<file path="config.mk">
export PLATFORM = sky130hd
export DESIGN_NAME = pwm_aux_blanking
export DESIGN_NICKNAME = d
export VERILOG_FILES = /design/src/pkg/pwm_aux_pkg.sv /design/src/pkg/blank_tmr_if.sv /design/src/blank_timer.sv /design/src/pwm_aux_blanking.sv /design/src/step_divider.sv
export SDC_FILE = /design/constraint.sdc
export NUM_CORES = 1
export LEC_CHECK = 0
export BUFFER_PORTS_ARGS = -buffer_cell sky130_fd_sc_hd__buf_2
export CELL_PAD_IN_SITES_DETAIL_PLACEMENT = 0
export CELL_PAD_IN_SITES_GLOBAL_PLACEMENT = 1
export CORE_MARGIN = 2
export CORE_UTILIZATION = 30
export CTS_CLUSTER_DIAMETER = 150
export DETAILED_ROUTE_END_ITERATION = 10
export HOLD_SLACK_MARGIN = 0.08
export PLACE_DENSITY_LB_ADDON = 0.1
export SYNTH_ARGS = -nofsm -noshare
export SYNTH_HDL_FRONTEND = slang
export SYNTH_HIERARCHICAL = 1
export SYNTH_SLANG_ARGS = --single-unit
</file>
<file path="constraint.sdc">
create_clock -name pclk -period 2.3 [get_ports pclk]
set_input_delay 0.345 -clock pclk [delete_from_list [all_inputs] [get_ports pclk]]
set_output_delay 0.345 -clock pclk [all_outputs]
set_load 0.05 [all_outputs]
</file>
<file path="src/pkg/pwm_aux_pkg.sv">
// constants, register map and types for the pwm auxiliary blanking/chop block
`default_nettype none

package pwm_aux_pkg;

    // ------------------------------------------------------------------
    // sizes
    // ------------------------------------------------------------------
    localparam int NUM_GEN = 8;
    localparam int GEN_IDX_W = 3;
    localparam int TB_W = 13;
    localparam int DLY_W = 9;
    localparam int SEL_W = 4;
    localparam int REG_W = 16;
    localparam int ADDR_W = 8;
    localparam int DATA_W = 32;

    // ------------------------------------------------------------------
    // register map: one 16 byte window per generator
    // ------------------------------------------------------------------
    localparam logic [ADDR_W-1:0] BLANKING_CONTROL_OFS = 8'h00;
    localparam logic [ADDR_W-1:0] BLANKING_DELAY_OFS = 8'h04;
    localparam logic [ADDR_W-1:0] AUXILIARY_CONTROL_OFS = 8'h08;
    localparam logic [ADDR_W-1:0] TIME_BASE_CAPTURE_OFS = 8'h0c;
    localparam logic [ADDR_W-1:0] REG_OFS_MASK = 8'h0f;
    localparam logic [ADDR_W-1:0] MAP_END = 8'h80;
    localparam int GEN_LSB = 4;
    localparam logic [REG_W-1:0] REG_RESET = 16'h0000;

    // ------------------------------------------------------------------
    // blanking_control fields
    // ------------------------------------------------------------------
    localparam int HS_RISE_TRIG_BIT = 15;
    localparam int HS_FALL_TRIG_BIT = 14;
    localparam int LS_RISE_TRIG_BIT = 13;
    localparam int LS_FALL_TRIG_BIT = 12;
    localparam int FAULT_DELAY_ON_BIT = 11;
    localparam int LIMIT_DELAY_ON_BIT = 10;
    localparam int SRC_HIGH_BIT = 5;
    localparam int SRC_LOW_BIT = 4;
    localparam int HS_HIGH_BIT = 3;
    localparam int HS_LOW_BIT = 2;
    localparam int LS_HIGH_BIT = 1;
    localparam int LS_LOW_BIT = 0;
    localparam logic [REG_W-1:0] BLANKING_CONTROL_MASK = 16'hfc3f;

    // ------------------------------------------------------------------
    // blanking_delay, auxiliary_control and capture fields
    // ------------------------------------------------------------------
    localparam int DLY_LSB = 3;
    localparam logic [REG_W-1:0] BLANKING_DELAY_MASK = 16'h0ff8;
    localparam int FINE_PERIOD_OFF_BIT = 15;
    localparam int FINE_DUTY_OFF_BIT = 14;
    localparam int BLANK_SEL_LSB = 8;
    localparam int CHOP_SEL_LSB = 2;
    localparam int HS_CHOP_BIT = 1;
    localparam int LS_CHOP_BIT = 0;
    localparam logic [REG_W-1:0] AUXILIARY_CONTROL_MASK = 16'hcf3f;
    localparam int CAP_LSB = 3;

    // source selector codes
    localparam logic [SEL_W-1:0] SEL_INTERNAL = 4'h0;
    localparam logic [SEL_W-1:0] SEL_FIRST_GEN = 4'h1;
    localparam logic [SEL_W-1:0] SEL_LAST_GEN = 4'h8;

    // ------------------------------------------------------------------
    // timing
    // ------------------------------------------------------------------
    localparam int CLK_PERIOD_PS = 4000;
    localparam int BLANK_STEP_PS = 8320;
    localparam int BLANK_STEP_MIN_CYCLES =
        (BLANK_STEP_PS + CLK_PERIOD_PS - 1) / CLK_PERIOD_PS;
    localparam int CHOP_HALF_CYCLES = 16;

    typedef enum logic {TMR_IDLE, TMR_COUNT} blank_tmr_state_t;

endpackage

`default_nettype wire

</file>
<file path="src/pkg/blank_tmr_if.sv">
// carrier between a generator slice and its leading-edge blanking timer
`default_nettype none

interface blank_tmr_if;
    import pwm_aux_pkg::*;
    logic start;
    logic [DLY_W-1:0] delay;
    logic tick;
    logic active;
    modport ctrl (output start, output delay, output tick, input active);
    modport timer (input start, input delay, input tick, output active);
endinterface

`default_nettype wire

</file>
<file path="src/blank_timer.sv">
// leading-edge blanking down-counter for one generator
`default_nettype none

module blank_timer
    import pwm_aux_pkg::*;
(
    // clock and reset
    input wire logic pclk,
    input wire logic presetn,
    // control side
    blank_tmr_if.timer bus
);

    blank_tmr_state_t state_q;
    logic [DLY_W-1:0] count_q;

    assign bus.active = (state_q == TMR_COUNT);

    // a new trigger reloads the count, so overlapping edges extend
    always_ff @(posedge pclk or negedge presetn) begin
        if (!presetn) begin
            state_q <= TMR_IDLE;
            count_q <= '0;
        end else if (bus.start && bus.delay != '0) begin
            state_q <= TMR_COUNT;
            count_q <= bus.delay;
        end else begin
            case (state_q)
                TMR_IDLE: begin
                    count_q <= '0;
                end
                TMR_COUNT: begin
                    if (bus.tick) begin
                        count_q <= count_q - DLY_W'(1);
                        if (count_q == DLY_W'(1)) begin
                            state_q <= TMR_IDLE;
                        end
                    end
                end
                default: begin
                    state_q <= TMR_IDLE;
                end
            endcase
        end
    end

endmodule

`default_nettype wire

</file>
<file path="src/pwm_aux_blanking.sv">
// eight-generator pwm blanking, chopping and time base capture with apb
//
// Chosen here: register access over APB and the register offsets.
`default_nettype none

// Notes on behaviour
// - low-side-high enable blanks limit and fault while low side high
// - low-side-low enable blanks limit and fault while low side low
// - blanking delay is nine bits at 11:3, one 8.32 ns step each
// - fine period off bit powers down fine period logic
// - fine duty off bit powers down fine duty logic
// - selected state-blank source blocks inputs per source-high/low enables
// - state-blank code 0 none, 1 to 8 generator high side, else reserved
// - chop source at bits 5:2 gates outputs that have chopping enabled
// - chop code 0 internal chop clock, 1 to 8 high sides, else reserved
// - high-side chop enable chops the high-side output
// - low-side chop enable chops the low-side output
// - limit leading edge latches time base into read-only bits 15:3
// - capture exists only for the primary high-side output
// - capture sees the limit input only after leading-edge blanking
// - captured value resolution is no finer than 8.32 ns
// - delay register bits 15:12 and 2:0 always read zero
// - high-side-high enable blanks limit and fault while high side high
module pwm_aux_blanking
    import pwm_aux_pkg::*;
#(
    parameter int CHOP_HALF = CHOP_HALF_CYCLES
) (
    // clock and reset
    input wire logic pclk,
    input wire logic presetn,
    // apb slave
    input wire logic [ADDR_W-1:0] paddr,
    input wire logic psel,
    input wire logic penable,
    input wire logic pwrite,
    input wire logic [DATA_W-1:0] pwdata,
    output logic pready,
    output logic [DATA_W-1:0] prdata,
    output logic pslverr,
    // raw generator outputs and time bases
    input wire logic [NUM_GEN-1:0] high_side_in,
    input wire logic [NUM_GEN-1:0] low_side_in,
    input wire logic [NUM_GEN-1:0][TB_W-1:0] time_base,
    // conditioned current-limit and fault inputs, active high
    input wire logic [NUM_GEN-1:0] current_limit_in,
    input wire logic [NUM_GEN-1:0] fault_in,
    // pins and blanked inputs towards the generators
    output logic [NUM_GEN-1:0] high_side_output,
    output logic [NUM_GEN-1:0] low_side_output,
    output logic [NUM_GEN-1:0] current_limit_out,
    output logic [NUM_GEN-1:0] fault_out,
    // power-down controls for the fine resolution logic
    output logic [NUM_GEN-1:0] fine_period_off,
    output logic [NUM_GEN-1:0] fine_duty_off
);

    // ------------------------------------------------------------------
    // register storage
    // ------------------------------------------------------------------
    logic [NUM_GEN-1:0][REG_W-1:0] blanking_control_q;
    logic [NUM_GEN-1:0][REG_W-1:0] blanking_delay_q;
    logic [NUM_GEN-1:0][REG_W-1:0] auxiliary_control_q;
    logic [NUM_GEN-1:0][REG_W-1:0] time_base_capture_q;

    // ------------------------------------------------------------------
    // apb decode
    // ------------------------------------------------------------------
    logic mapped;
    logic [ADDR_W-1:0] reg_ofs;
    logic [GEN_IDX_W-1:0] gen_idx;
    logic setup_phase;
    logic access_done;
    logic wr_ok;
    logic bad_access;
    logic [REG_W-1:0] rd_word;
    logic [DATA_W-1:0] prdata_q;
    logic pslverr_q;

    assign mapped = (paddr < MAP_END);
    assign reg_ofs = paddr & REG_OFS_MASK;
    assign gen_idx = paddr[GEN_LSB +: GEN_IDX_W];
    assign setup_phase = psel && !penable;
    // the slave never inserts wait states: every access phase completes
    assign pready = psel && penable;
    assign access_done = psel && penable && pready;
    // capture is read-only; a write to it is flagged, not stored
    assign bad_access = !mapped
        || (pwrite && reg_ofs == TIME_BASE_CAPTURE_OFS);
    assign wr_ok = access_done && pwrite && !bad_access;

    always_comb begin
        rd_word = REG_RESET;
        if (mapped) begin
            case (reg_ofs)
                BLANKING_CONTROL_OFS: begin
                    rd_word = blanking_control_q[gen_idx];
                end
                BLANKING_DELAY_OFS: begin
                    rd_word = blanking_delay_q[gen_idx];
                end
                AUXILIARY_CONTROL_OFS: begin
                    rd_word = auxiliary_control_q[gen_idx];
                end
                TIME_BASE_CAPTURE_OFS: begin
                    rd_word = time_base_capture_q[gen_idx];
                end
                default: begin
                    rd_word = REG_RESET;
                end
            endcase
        end
    end

    // read data is sampled in the setup cycle so it leaves a flip-flop
    always_ff @(posedge pclk or negedge presetn) begin
        if (!presetn) begin
            prdata_q <= '0;
        end else if (setup_phase) begin
            prdata_q <= pwrite ? '0 : DATA_W'(rd_word);
        end
    end

    always_ff @(posedge pclk or negedge presetn) begin
        if (!presetn) begin
            pslverr_q <= 1'b0;
        end else if (setup_phase) begin
            pslverr_q <= bad_access;
        end
    end

    assign prdata = prdata_q;
    assign pslverr = pslverr_q && pready;

    // ------------------------------------------------------------------
    // shared rate enables
    // ------------------------------------------------------------------
    logic step_tick;
    logic chop_tick;
    logic chop_clk_q;

    // one blanking step of 8.32 ns on average, counted on 4 ns clocks
    step_divider #(
        .INC(CLK_PERIOD_PS),
        .LIMIT(BLANK_STEP_PS),
        .ACC_W(16)
    ) u_step_div (
        .pclk(pclk),
        .presetn(presetn),
        .tick(step_tick)
    );

    step_divider #(
        .INC(1),
        .LIMIT(CHOP_HALF),
        .ACC_W(16)
    ) u_chop_div (
        .pclk(pclk),
        .presetn(presetn),
        .tick(chop_tick)
    );

    // internal chop clock, square wave of two chop half periods
    always_ff @(posedge pclk or negedge presetn) begin
        if (!presetn) begin
            chop_clk_q <= 1'b0;
        end else if (chop_tick) begin
            chop_clk_q <= !chop_clk_q;
        end
    end

    // ------------------------------------------------------------------
    // per-generator slices
    // ------------------------------------------------------------------
    for (genvar g = 0; g < NUM_GEN; g++) begin : gen_slice
        logic [REG_W-1:0] ctl;
        logic [REG_W-1:0] aux;
        logic [SEL_W-1:0] blank_sel;
        logic [SEL_W-1:0] chop_sel;
        logic [GEN_IDX_W-1:0] blank_idx;
        logic [GEN_IDX_W-1:0] chop_idx;
        logic blank_src_ok;
        logic blank_src;
        logic chop_sig;
        logic state_blank;
        logic hs_q;
        logic ls_q;
        logic edge_trig;
        logic limit_pass;
        logic fault_pass;
        logic sel_me;
        blank_tmr_if tmr ();

        assign ctl = blanking_control_q[g];
        assign aux = auxiliary_control_q[g];
        assign sel_me = (gen_idx == GEN_IDX_W'(g));

        // register writes, each generator owns its own copy
        always_ff @(posedge pclk or negedge presetn) begin
            if (!presetn) begin
                blanking_control_q[g] <= REG_RESET;
                blanking_delay_q[g] <= REG_RESET;
                auxiliary_control_q[g] <= REG_RESET;
            end else if (wr_ok && sel_me) begin
                if (reg_ofs == BLANKING_CONTROL_OFS) begin
                    blanking_control_q[g] <=
                        pwdata[REG_W-1:0] & BLANKING_CONTROL_MASK;
                end
                // unimplemented delay bits are masked to zero
                if (reg_ofs == BLANKING_DELAY_OFS) begin
                    blanking_delay_q[g] <=
                        pwdata[REG_W-1:0] & BLANKING_DELAY_MASK;
                end
                if (reg_ofs == AUXILIARY_CONTROL_OFS) begin
                    auxiliary_control_q[g] <=
                        pwdata[REG_W-1:0] & AUXILIARY_CONTROL_MASK;
                end
            end
        end

        // fine resolution power-down straight from the register
        assign fine_period_off[g] = aux[FINE_PERIOD_OFF_BIT];
        assign fine_duty_off[g] = aux[FINE_DUTY_OFF_BIT];

        // source selectors; reserved codes select nothing
        assign blank_sel = aux[BLANK_SEL_LSB +: SEL_W];
        assign chop_sel = aux[CHOP_SEL_LSB +: SEL_W];
        assign blank_idx = GEN_IDX_W'(blank_sel - SEL_FIRST_GEN);
        assign chop_idx = GEN_IDX_W'(chop_sel - SEL_FIRST_GEN);
        assign blank_src_ok = (blank_sel >= SEL_FIRST_GEN)
            && (blank_sel <= SEL_LAST_GEN);
        assign blank_src = blank_src_ok && high_side_in[blank_idx];

        // raw levels are used as sources so generators chopping each
        // other cannot form a combinational loop
        always_comb begin
            if (chop_sel == SEL_INTERNAL) begin
                chop_sig = chop_clk_q;
            end else if (chop_sel <= SEL_LAST_GEN) begin
                chop_sig = high_side_in[chop_idx];
            end else begin
                chop_sig = 1'b1;
            end
        end

        // level-based state blanking
        assign state_blank =
            (blank_src_ok && ctl[SRC_HIGH_BIT] && blank_src)
            || (blank_src_ok && ctl[SRC_LOW_BIT] && !blank_src)
            || (ctl[HS_HIGH_BIT] && high_side_in[g])
            || (ctl[HS_LOW_BIT] && !high_side_in[g])
            || (ctl[LS_HIGH_BIT] && low_side_in[g])
            || (ctl[LS_LOW_BIT] && !low_side_in[g]);

        // edge triggers for the leading-edge blanking timer
        always_ff @(posedge pclk or negedge presetn) begin
            if (!presetn) begin
                hs_q <= 1'b0;
                ls_q <= 1'b0;
            end else begin
                hs_q <= high_side_in[g];
                ls_q <= low_side_in[g];
            end
        end

        assign edge_trig =
            (ctl[HS_RISE_TRIG_BIT] && high_side_in[g] && !hs_q)
            || (ctl[HS_FALL_TRIG_BIT] && !high_side_in[g] && hs_q)
            || (ctl[LS_RISE_TRIG_BIT] && low_side_in[g] && !ls_q)
            || (ctl[LS_FALL_TRIG_BIT] && !low_side_in[g] && ls_q);

        assign tmr.start = edge_trig;
        assign tmr.delay = blanking_delay_q[g][DLY_LSB +: DLY_W];
        assign tmr.tick = step_tick;

        blank_timer u_timer (
            .pclk(pclk),
            .presetn(presetn),
            .bus(tmr.timer)
        );

        // inputs pass only when neither state nor timed blanking holds
        assign limit_pass = current_limit_in[g] && !state_blank
            && !(ctl[LIMIT_DELAY_ON_BIT] && tmr.active);
        assign fault_pass = fault_in[g] && !state_blank
            && !(ctl[FAULT_DELAY_ON_BIT] && tmr.active);

        // outputs registered: one clock of latency on every path
        always_ff @(posedge pclk or negedge presetn) begin
            if (!presetn) begin
                high_side_output[g] <= 1'b0;
                low_side_output[g] <= 1'b0;
                current_limit_out[g] <= 1'b0;
                fault_out[g] <= 1'b0;
            end else begin
                high_side_output[g] <= high_side_in[g]
                    && (!aux[HS_CHOP_BIT] || chop_sig);
                low_side_output[g] <= low_side_in[g]
                    && (!aux[LS_CHOP_BIT] || chop_sig);
                current_limit_out[g] <= limit_pass;
                fault_out[g] <= fault_pass;
            end
        end

        // capture on the leading edge of the already blanked limit
        // signal, belonging to the high-side time base only; the time
        // base itself counts in steps no finer than 8.32 ns
        always_ff @(posedge pclk or negedge presetn) begin
            if (!presetn) begin
                time_base_capture_q[g] <= REG_RESET;
            end else if (limit_pass && !current_limit_out[g]) begin
                time_base_capture_q[g] <=
                    {time_base[g], {CAP_LSB{1'b0}}};
            end
        end
    end

endmodule

`default_nettype wire

</file>
<file path="src/step_divider.sv">
// fractional divider giving one-cycle enable pulses at an average rate
`default_nettype none

module step_divider
    import pwm_aux_pkg::*;
#(
    parameter int unsigned INC = 1,
    parameter int unsigned LIMIT = 2,
    parameter int ACC_W = 16
) (
    // clock and reset
    input wire logic pclk,
    input wire logic presetn,
    // enable pulse
    output logic tick
);

    logic [ACC_W-1:0] acc_q;
    logic [ACC_W-1:0] sum;

    // a fractional accumulator keeps the long-run average exact even
    // when the period is not a whole number of clocks
    assign sum = acc_q + ACC_W'(INC);

    always_ff @(posedge pclk or negedge presetn) begin
        if (!presetn) begin
            acc_q <= '0;
            tick <= 1'b0;
        end else if (sum >= ACC_W'(LIMIT)) begin
            acc_q <= sum - ACC_W'(LIMIT);
            tick <= 1'b1;
        end else begin
            acc_q <= sum;
            tick <= 1'b0;
        end
    end

endmodule

`default_nettype wire
</file>
==> results.sh, run 1 <==
export IMPL_outcome="complete, but fails checks"
export IMPL_violations="setup timing"
export IMPL_hpwlAfterDp_mm=77.6
export IMPL_drv_slew=0
export IMPL_area_growth_pct=32.5
export IMPL_rr_worst_depth=9
export IMPL_die_w_um=320
export IMPL_drtPass1Iterations=5
export IMPL_cts_htree_levels=3
export IMPL_io_pins=263
export IMPL_max_clock_freq_mhz=427
export IMPL_reg2reg_from="u_chop_div/acc_q[0]"
export IMPL_finalCritPeriodShare_pct=102
export IMPL_hold_violations=0
export IMPL_die_area_um2=103000
export IMPL_path_max_fanout=5
export IMPL_relSlewSlack_pct=43.1
export IMPL_nets=3262
export IMPL_drcViolationCount=0
export IMPL_rsz0062_at_grt="yes"
export IMPL_synth_edf_count=0
export IMPL_core_area_um2=98700
export IMPL_cts_sinks=543
export IMPL_antenna_left=0
export IMPL_avgViaCountPerCell=5.16
export IMPL_tns_ps=-308
export IMPL_antenna_cells=0
export IMPL_wire_per_inst_um=24.3
export IMPL_min_path_type="in -> reg"
export IMPL_powerDensity_nw_per_um2=637
export IMPL_track_usage_pct=20.6
export IMPL_ff2ff_setup_slack_ps=-40
export IMPL_clockBufferDepth=3
export IMPL_seq_area_um2=13600
export IMPL_critical_path_class="reg -> reg"
export IMPL_setup_slack_ps=-42.2
export IMPL_syn_inst=2399
export IMPL_clk_latency_ps=630
export IMPL_max_cap_viol_count=0
export IMPL_cts_tree="done"
export IMPL_die_h_um=320
export IMPL_grt_max_degree=69
export IMPL_tightest_slew_ps=854
export IMPL_first_iter_violations=1197
export IMPL_cts_root_buf="clkbuf_16"
export IMPL_yosysWarnings=6
export IMPL_synth_avg_cell_area_um2=12.5
export IMPL_startpoint="u_chop_div/acc_q[0]"
export IMPL_fin_cells=4363
export IMPL_grt_pass1_vias=24000
export IMPL_seq_area_frac_synth_pct=45.3
export IMPL_clk_pin_slew_worst_paths_ps=60
export IMPL_synthesis_area_um2=30000
export IMPL_cts_buffers=69
export IMPL_overflow=0
export IMPL_fin_skew_ps=37.5
export IMPL_synth_seq_cells=543
export IMPL_setup_viol=21
export IMPL_p_leak_nw=18.0
export IMPL_dpl_cell_count=4077
export IMPL_cp_required_ps=2850
export IMPL_r2r_end="u_chop_div/acc_q[15]"
export IMPL_rows=115
export IMPL_min_period_ps=2340
export IMPL_gp_congestion=0.827
export IMPL_start_util_pct=30.4
export IMPL_end_kind="flop"
export IMPL_drive_gt1_share_pct=44.2
export IMPL_critPathLaunchType="flop"
export IMPL_drt_wl_total_mm=106
export IMPL_yosys_most_used_dff="dfrtp_1"
export IMPL_whs_ps=187
export IMPL_async_flop_share_pct=100
export IMPL_antenna_found_initial=1
export IMPL_arrival_ps=2890
export IMPL_finish_utilization_pct=40.3
export IMPL_synth_cell_type_count=87
export IMPL_multi_input_area_um2=16200
export IMPL_vias=22500
export IMPL_fillers=9543
export IMPL_port_buffers=230
export IMPL_grt_pass1_wl_mm=158
export IMPL_endpoint="u_chop_div/acc_q[15]"
export IMPL_peakVddDrop_mv=0.472
cell type report:
class                      instances  share of cell area (%)
clock buffer                      99                    5.09
clock inverter                    22                   0.743
inverter                          92                   0.869
multi-input combinational       1625                    40.8
sequential                       543                    34.2
tap                             1287                    4.05
timing repair buffer             695                    14.2
per-layer routing:
| layer | wire, um | track usage, % | vias up |
|---|---|---|---|
| met4 | 2460 | 5.68 | 0 |
| li1 | - | - | 10200 |
| met3 | 4300 | 3.37 | 133 |
| met2 | 51900 | 34.8 | 476 |
| met5 | 0 | 0 | - |
| met1 | 47400 | 27.2 | 11700 |
per-stage QoR:
step	setup WS [ps]	area, um^2	total power [W]
after floorplan	-10.1	30100	0.0124
after global placement	-327	34700	0.0138
after detailed placement	-317	34700	0.0138
after CTS	-56.6	39100	0.0255
after global routing	-147	39700	0.0264
final	-42.2	39700	0.0253
registers in the layout (all words and copies together) (netlist names), 11 cells and up:
signal	flops
blanking_delay_q	72
gen_slice.aux	96
gen_slice.ctl	96
gen_slice.u_timer/count_q	72
prdata	16
time_base_capture_q	104
u_chop_div/acc_q	16
u_step_div/acc_q	11
worst max-delay path, cell delays in order (launching register included):
cell and delay, ps:
dfrtp_1 360, buf_6 120, nand3_4 120, buf_6 150, nor4_4 300, nand4_1 200, a211o_4 400, buf_6 140
or3_4 360, o21ai_2 120
placed cells by master (no fill, tap or decap), types with 43 or more instances in the layout:
cell type and instances:
dfrtp_1 541, buf_4 279, mux2_2 265, buf_2 227, nand2_1 200, dlygate4sd3_1 129, mux4_2 124, mux2_4 105
nor2_1 81, inv_1 77, clkbuf_16 72, nor3_1 63, xnor2_1 56, mux2i_1 48, ha_1 43
kinds of logic (layout without fill, tap and decap cells):
kind of cell | count (synthesis) | after routing | synth area share, %
other | 1 | 16 | 0.0125
multiplexers | 556 | 556 | 25.3
XOR/XNOR | 79 | 79 | 2.31
flip-flops | 543 | 543 | 45.3
AND/OR/NAND/NOR | 563 | 563 | 11.3
buffers and inverters | 246 | 908 | 3.95
adder cells (fa/ha/maj) | 55 | 55 | 2.29
AO/OA/AOI/OAI | 356 | 356 | 9.50
power by group:
| part | internal [W] | switching (W) | leakage [nW] |
|---|---|---|---|
| Combinational | 0.00180 | 0.00189 | 9.65 |
| Clock | 0.00679 | 0.00437 | 1.14 |
| Sequential | 0.0100 | 0.000418 | 7.20 |
| Total | 0.0186 | 0.00667 | 18.0 |
how the worst min path moves through the flow:
stage | from | end | slack [ps] | cells past startpoint
after global routing | high_side_in[5] | gen_slice[5].hs_q | 160 | 2
after CTS | high_side_in[5] | gen_slice[5].hs_q | 150 | 2
after global placement | presetn | u_chop_div/acc_q[10] | 330 | 1
after floorplan | presetn | blanking_delay_q[100] | 50 | 0
after detailed placement | presetn | u_chop_div/acc_q[10] | 330 | 1
final | high_side_in[5] | gen_slice[5].hs_q | 190 | 2
cells in the mapped netlist, drive strengths merged (10+ instances only):
cell type,count,share of area [%]
dfrtp,543,45
mux2,376,14
nand2,210,2.6
mux4,124,9.3
buf,97,2.1
inv,91,1.1
nor2,87,1.1
nor3,81,1.8
xnor2,58,1.7
clkbuf,57,0.71
mux2i,56,1.9
ha,55,2.3
a211oi,44,1.4
a21oi,42,0.73
o31ai,37,0.97
a221oi,35,1.2
o21ai,34,0.62
nor4,31,1.6
o211ai,28,0.70
a31oi,21,0.44
xor2,21,0.61
nand4b,19,0.55
nor4b,19,0.74
a21o,17,0.43
a31o,17,0.50
nand3,17,0.43
a41o,16,0.53
nor3b,16,0.40
a22o,14,0.41
nand2b,13,0.27
o22ai,12,0.25
nor2b,11,0.23
or4,11,0.39
a21boi,10,0.26
repair_timing:
action / in CTS / in global routing
buffers inserted: 10 / 19
gates cloned: 7 / 1
hold buffers: 129 / 0
resized for setup: 121 / 115
hold endpoints to repair: 178 / 0
pin swaps: 11 / 33
setup endpoints to repair: 118 / 127
No activity file was read; power rests on OpenSTA's default activity.
==> inputs of run 2 (changes only) <==
clock period = 2.5 ns   (was 2.3 ns; I/O delays follow)
==> run 2 against run 1 <==
Effect of this change:
- the flow now finishes without violations
- wire length down 2.0%
- non-clock buffer count down 100
- clock-buffer cell count unchanged
- core utilization down 1.7 points
- hold slack better by 18 ps
- register-to-register slack better by 110 ps
- power down 8.8%
- first-iteration DRC count up 9.4%
- cell count down 2.2%
- global-route usage down 0.34 points
- critical path depth down 1
- combinational power down 17%
- critical path type unchanged
- critical endpoint is now time_base_capture_q[21]
- largest power group unchanged
==> results.sh, run 2 (same netlist as run 1, synthesis figures left out) <==
export IMPL_outcome="complete, no violations"
export IMPL_wire_per_inst_um=24.4
export IMPL_largest_reg_flops=104
export IMPL_drcViolationCount=0
export IMPL_nets=3163
export IMPL_holdPathEnd="gen_slice[4].hs_q"
export IMPL_cts_root_buf="clkbuf_16"
export IMPL_setup_viol=0
export IMPL_hold_start="high_side_in[4]"
export IMPL_relSlewSlack_pct=44.5
export IMPL_rows=115
export IMPL_peakVddDrop_mv=0.385
export IMPL_fin_cells=4266
export IMPL_cp_required_ps=2980
export IMPL_die_w_um=320
export IMPL_gp_congestion=0.819
export IMPL_tightest_slew_ps=833
export IMPL_cp_slowest_cell="dfrtp_1"
export IMPL_fin_skew_ps=41.4
export IMPL_clk_pin_slew_worst_paths_ps=60
export IMPL_drtPass1Iterations=5
export IMPL_critPathTopFamily="multiplexers"
export IMPL_cpPeakStageDelay_ps=380
export IMPL_die_area_um2=103000
export IMPL_ff2ff_setup_slack_ps=60
export IMPL_reg2reg_from="gen_slice[1].aux[9]"
export IMPL_avgViaCountPerCell=5.18
export IMPL_dpl_cell_count=4009
export IMPL_powerDensity_nw_per_um2=607
export IMPL_overflow=0
export IMPL_core_area_um2=98700
export IMPL_hold_violations=0
export IMPL_first_iter_violations=1309
export IMPL_cts_tree="done"
export IMPL_grt_pass1_vias=23200
export IMPL_die_h_um=320
export IMPL_r2r_end="time_base_capture_q[21]"
export IMPL_path_max_fanout=13
export IMPL_io_pins=263
export IMPL_start_util_pct=30.4
export IMPL_drt_wl_total_mm=104
export IMPL_arrival_ps=2920
export IMPL_end_kind="flop"
export IMPL_antenna_found_initial=10
export IMPL_path_buf_inv=2
export IMPL_cts_htree_levels=3
export IMPL_max_clock_freq_mhz=410
export IMPL_track_usage_pct=20.2
export IMPL_max_cap_viol_count=0
export IMPL_cts_buffers=70
export IMPL_area_growth_pct=26.7
export IMPL_mostFrequentLayoutCells="dfrtp_1 (541), mux2_2 (296), buf_2 (227), nand2_1 (208), buf_4 (196)"
export IMPL_min_path_type="in -> reg"
export IMPL_crit_chain="inv_1 -> ha_2 -> mux4_2 -> mux2i_2 -> mux2_4 -> nand2_1 -> buf_12 -> mux2_2"
export IMPL_rr_worst_depth=8
export IMPL_clk_latency_ps=630
export IMPL_drv_slew=0
export IMPL_cts_sinks=543
export IMPL_layout_commonest_cell="dfrtp_1"
export IMPL_vias=22100
export IMPL_clockBufferDepth=3
export IMPL_drive_gt1_share_pct=38.1
export IMPL_port_buffers=230
export IMPL_finalCritPeriodShare_pct=97.4
export IMPL_place_ws_ps=-204
export IMPL_p_leak_nw=16.9
export IMPL_grt_pass1_wl_mm=155
export IMPL_worst_hold_path_num_cells=2
export IMPL_critical_path_class="reg -> reg"
export IMPL_antenna_left=0
export IMPL_top_register="time_base_capture_q"
export IMPL_setup_slack_ps=63.8
export IMPL_critPathLaunchType="flop"
export IMPL_hpwlAfterDp_mm=77.4
export IMPL_min_period_ps=2440
export IMPL_fillers=9572
export IMPL_grt_max_degree=86
run 2: cell type report:
type / instances / area [um^2] / area share (%)
Clock inverter: 23 / 319 / 0.839
Timing Repair Buffer: 595 / 4730 / 12.4
Multi-Input combinational cell: 1625 / 15400 / 40.5
Sequential cell: 543 / 13600 / 35.8
Antenna cell: 2 / 5.00 / 0.0132
Inverter: 92 / 345 / 0.908
Tap cell: 1287 / 1610 / 4.24
Clock buffer: 99 / 2010 / 5.29
run 2: what timing repair did:
action                                 4_1_cts  5_1_grt
endpoints found under the hold margin      257        0
setup endpoints to repair                    1       70
setup buffers                                0        1
resized for setup                            1       24
gates cloned                                 0        1
hold buffers                               131        0
pin swaps                                    0        1
run 2: worst register-to-register path: stages, from the launching register on:
cell and delay [ps]:
dfrtp_1 380, inv_1 80, ha_2 340, mux4_2 300, mux2i_2 180, mux2_4 360, nand2_1 120, buf_12 170
mux2_2 360
run 2: stage by stage:
step | TNS [ps] | instance area, um^2 | utilization (%) | hold slack, ps | total power [W]
floorplan | 0 | 30100 | - | 79.4 | 0.0114
global placement | -21170 | 34200 | 34.7 | 320 | 0.0126
detailed placement | -8260 | 34200 | 34.7 | 329 | 0.0127
CTS | 0 | 37900 | 38.4 | 165 | 0.0235
global route | -57.2 | 38000 | 38.5 | 183 | 0.0241
finish | 0 | 38000 | 38.5 | 205 | 0.0231
run 2: how the worst max path moves through the flow:
stage                        start                        to  slack [ps]  cells after the start
2_1_floorplan  gen_slice[7].aux[8]  time_base_capture_q[117]         130                      8
3_3_place_gp              paddr[0]      gen_slice[6].aux[14]        -330                      8
3_5_place_dp              paddr[7]       gen_slice[6].aux[9]        -200                      8
4_1_cts        gen_slice[0].aux[8]    time_base_capture_q[4]          20                      8
5_1_grt        u_chop_div/acc_q[1]       u_chop_div/acc_q[5]         -40                     11
6_report       gen_slice[1].aux[9]   time_base_capture_q[21]          60                      8
run 2: where the power goes:
group / switching (W) / total, W / internal, W
sequential: 0.000368 / 0.00960 / 0.00923
combinational: 0.00166 / 0.00307 / 0.00141
clock: 0.00408 / 0.0104 / 0.00632
run 2: routing by layer:
layer / track usage, % / wire length, um
met1: 26.7 / 46000
met2: 33.6 / 49700
met3: 4.15 / 5530
met4: 5.57 / 2630
met5: 0 / 13
==> inputs of run 3 (changes only) <==
RECOVER_POWER = 25   (was not set)
==> run 3 against run 2 <==
Effect of this change:
- critical path depth unchanged
- power about the same
- largest cell class unchanged
- flip-flop and latch count unchanged
- die area unchanged
- highest routed layer unchanged
- cell count about the same
- sequential share of layout area about the same
- wire length decreased by 0.11%
- critical path type unchanged
- critical endpoint unchanged
- clock power about the same
==> results.sh, run 3 (same netlist as run 1, synthesis figures left out) <==
export IMPL_mostFrequentLayoutCells="dfrtp_1 (541), mux2_2 (296), buf_2 (213), nand2_1 (208), buf_4 (193)"
export IMPL_grt_pass1_wl_mm=155
export IMPL_tightest_slew_ps=1430
export IMPL_first_iter_violations=1304
export IMPL_end_kind="flop"
export IMPL_finish_utilization_pct=38.5
export IMPL_wire_per_inst_um=24.3
export IMPL_clk_pin_slew_worst_paths_ps=60
export IMPL_antenna_found_initial=10
export IMPL_area_growth_pct=26.6
export IMPL_clockBufferDepth=3
export IMPL_drtPass1Iterations=5
export IMPL_peakVddDrop_mv=0.385
export IMPL_cts_htree_levels=3
export IMPL_die_h_um=320
export IMPL_overflow=0
export IMPL_rows=115
export IMPL_grt_pass1_vias=23200
export IMPL_drt_wl_total_mm=104
export IMPL_r2r_end="time_base_capture_q[21]"
export IMPL_hpwlAfterDp_mm=77.4
export IMPL_layout_commonest_cell="dfrtp_1"
export IMPL_placed_area_um2=34200
export IMPL_arrival_ps=2920
export IMPL_place_ws_ps=-204
export IMPL_top_register="time_base_capture_q"
export IMPL_endpoint="time_base_capture_q[21]"
export IMPL_setup_viol=0
export IMPL_relSlewSlack_pct=4.57
export IMPL_max_clock_freq_mhz=410
export IMPL_startpoint="gen_slice[1].aux[9]"
export IMPL_track_usage_pct=20.2
export IMPL_critPathLaunchType="flop"
export IMPL_hold_violations=0
export IMPL_min_period_ps=2440
export IMPL_outcome="complete, no violations"
export IMPL_avgViaCountPerCell=5.18
export IMPL_cp_required_ps=2980
export IMPL_gp_congestion=0.819
export IMPL_die_area_um2=103000
export IMPL_vias=22100
export IMPL_drv_slew=0
export IMPL_start_util_pct=30.4
export IMPL_io_pins=263
export IMPL_antenna_left=0
export IMPL_core_area_um2=98700
export IMPL_min_path_type="in -> reg"
export IMPL_critical_path_class="reg -> reg"
export IMPL_fin_skew_ps=41.7
export IMPL_die_w_um=320
export IMPL_grt_max_degree=86
export IMPL_cts_tree="done"
export IMPL_port_buffers=230
export IMPL_cts_root_buf="clkbuf_16"
export IMPL_cts_buffers=70
export IMPL_reg2reg_from="gen_slice[1].aux[9]"
export IMPL_largest_reg_flops=104
export IMPL_nets=3163
export IMPL_max_cap_viol_count=0
export IMPL_setup_slack_ps=63.7
export IMPL_finalCritPeriodShare_pct=97.5
export IMPL_cts_sinks=543
export IMPL_ff2ff_setup_slack_ps=60
export IMPL_clk_latency_ps=630
export IMPL_drive_gt1_share_pct=37.5
export IMPL_drcViolationCount=0
export IMPL_p_leak_nw=16.8
export IMPL_powerDensity_nw_per_um2=607
export IMPL_rr_worst_depth=8
export IMPL_design_area_um2=38000
export IMPL_path_max_fanout=13
[run 3: cell count changes in the layout (fill, tap and decap cells not counted)]
cell,before,now
diode_2,2,1
buf_2,227,213
buf_8,1,0
clkbuf_1,14,31
clkbuf_2,0,1
buf_4,196,193
[run 3: per-layer routing]
layer  share of wire, %  routed length (um)  global-route usage [%]
met5              0.013                  13                       0
met4                2.5                2600                    5.57
met3                5.3                5530                    4.15
met2                 48               49700                    33.6
met1                 44               46000                    26.7
[run 3: repair_timing]
item,CTS,global route
hold buffers,131,0
setup endpoints to repair,1,70
cloned,0,1
buffers inserted,0,1
pin swaps,0,1
resized for setup,1,24
hold endpoints to repair,257,0
[run 3: worst min path at each step]
stage,to,depth (start not counted),startpoint,slack (ps)
3_5_place_dp,current_limit_out[1],1,presetn,330
2_1_floorplan,blanking_delay_q[100],0,presetn,80
6_report,prdata[3],5,paddr[7],240
3_3_place_gp,current_limit_out[1],1,presetn,320
4_1_cts,gen_slice[4].hs_q,2,high_side_in[4],170
5_1_grt,blanking_delay_q[7],2,pwdata[7],240
[run 3: area by class of cell]
cell class                      count  area, um^2
Fill cell                        9584       60700
Timing Repair Buffer              595        4690
Sequential cell                   543       13600
Antenna cell                        1        2.50
Multi-Input combinational cell   1625       15400
Inverter                           92         345
Clock inverter                     23         319
Tap cell                         1287        1610
Clock buffer                       99        2010
[run 3: stage by stage]
| stage | total power, W | instances | TNS [ps] | hold WS (ps) |
|---|---|---|---|---|
| floorplan | 0.0114 | 2414 | 0 | 79.4 |
| global placement | 0.0126 | 4009 | -21170 | 320 |
| detailed placement | 0.0127 | 4009 | -8260 | 329 |
| CTS | 0.0235 | 4262 | 0 | 165 |
| global route | 0.0241 | 4265 | -57.2 | 238 |
| finish | 0.0231 | 4265 | 0 | 243 |
[run 3: report_power, final]
group | total, W | switching, W | internal [W]
registers | 0.00960 | 0.000368 | 0.00923
logic | 0.00307 | 0.00166 | 0.00140
clock network | 0.0104 | 0.00407 | 0.00632
[run 3: critical path, cell delays in order, from the launching register on]
cell and delay, ps:
dfrtp_1 380, inv_1 80, ha_2 340, mux4_2 300
mux2i_2 180, mux2_4 360, nand2_1 120, buf_12 170
mux2_2 350
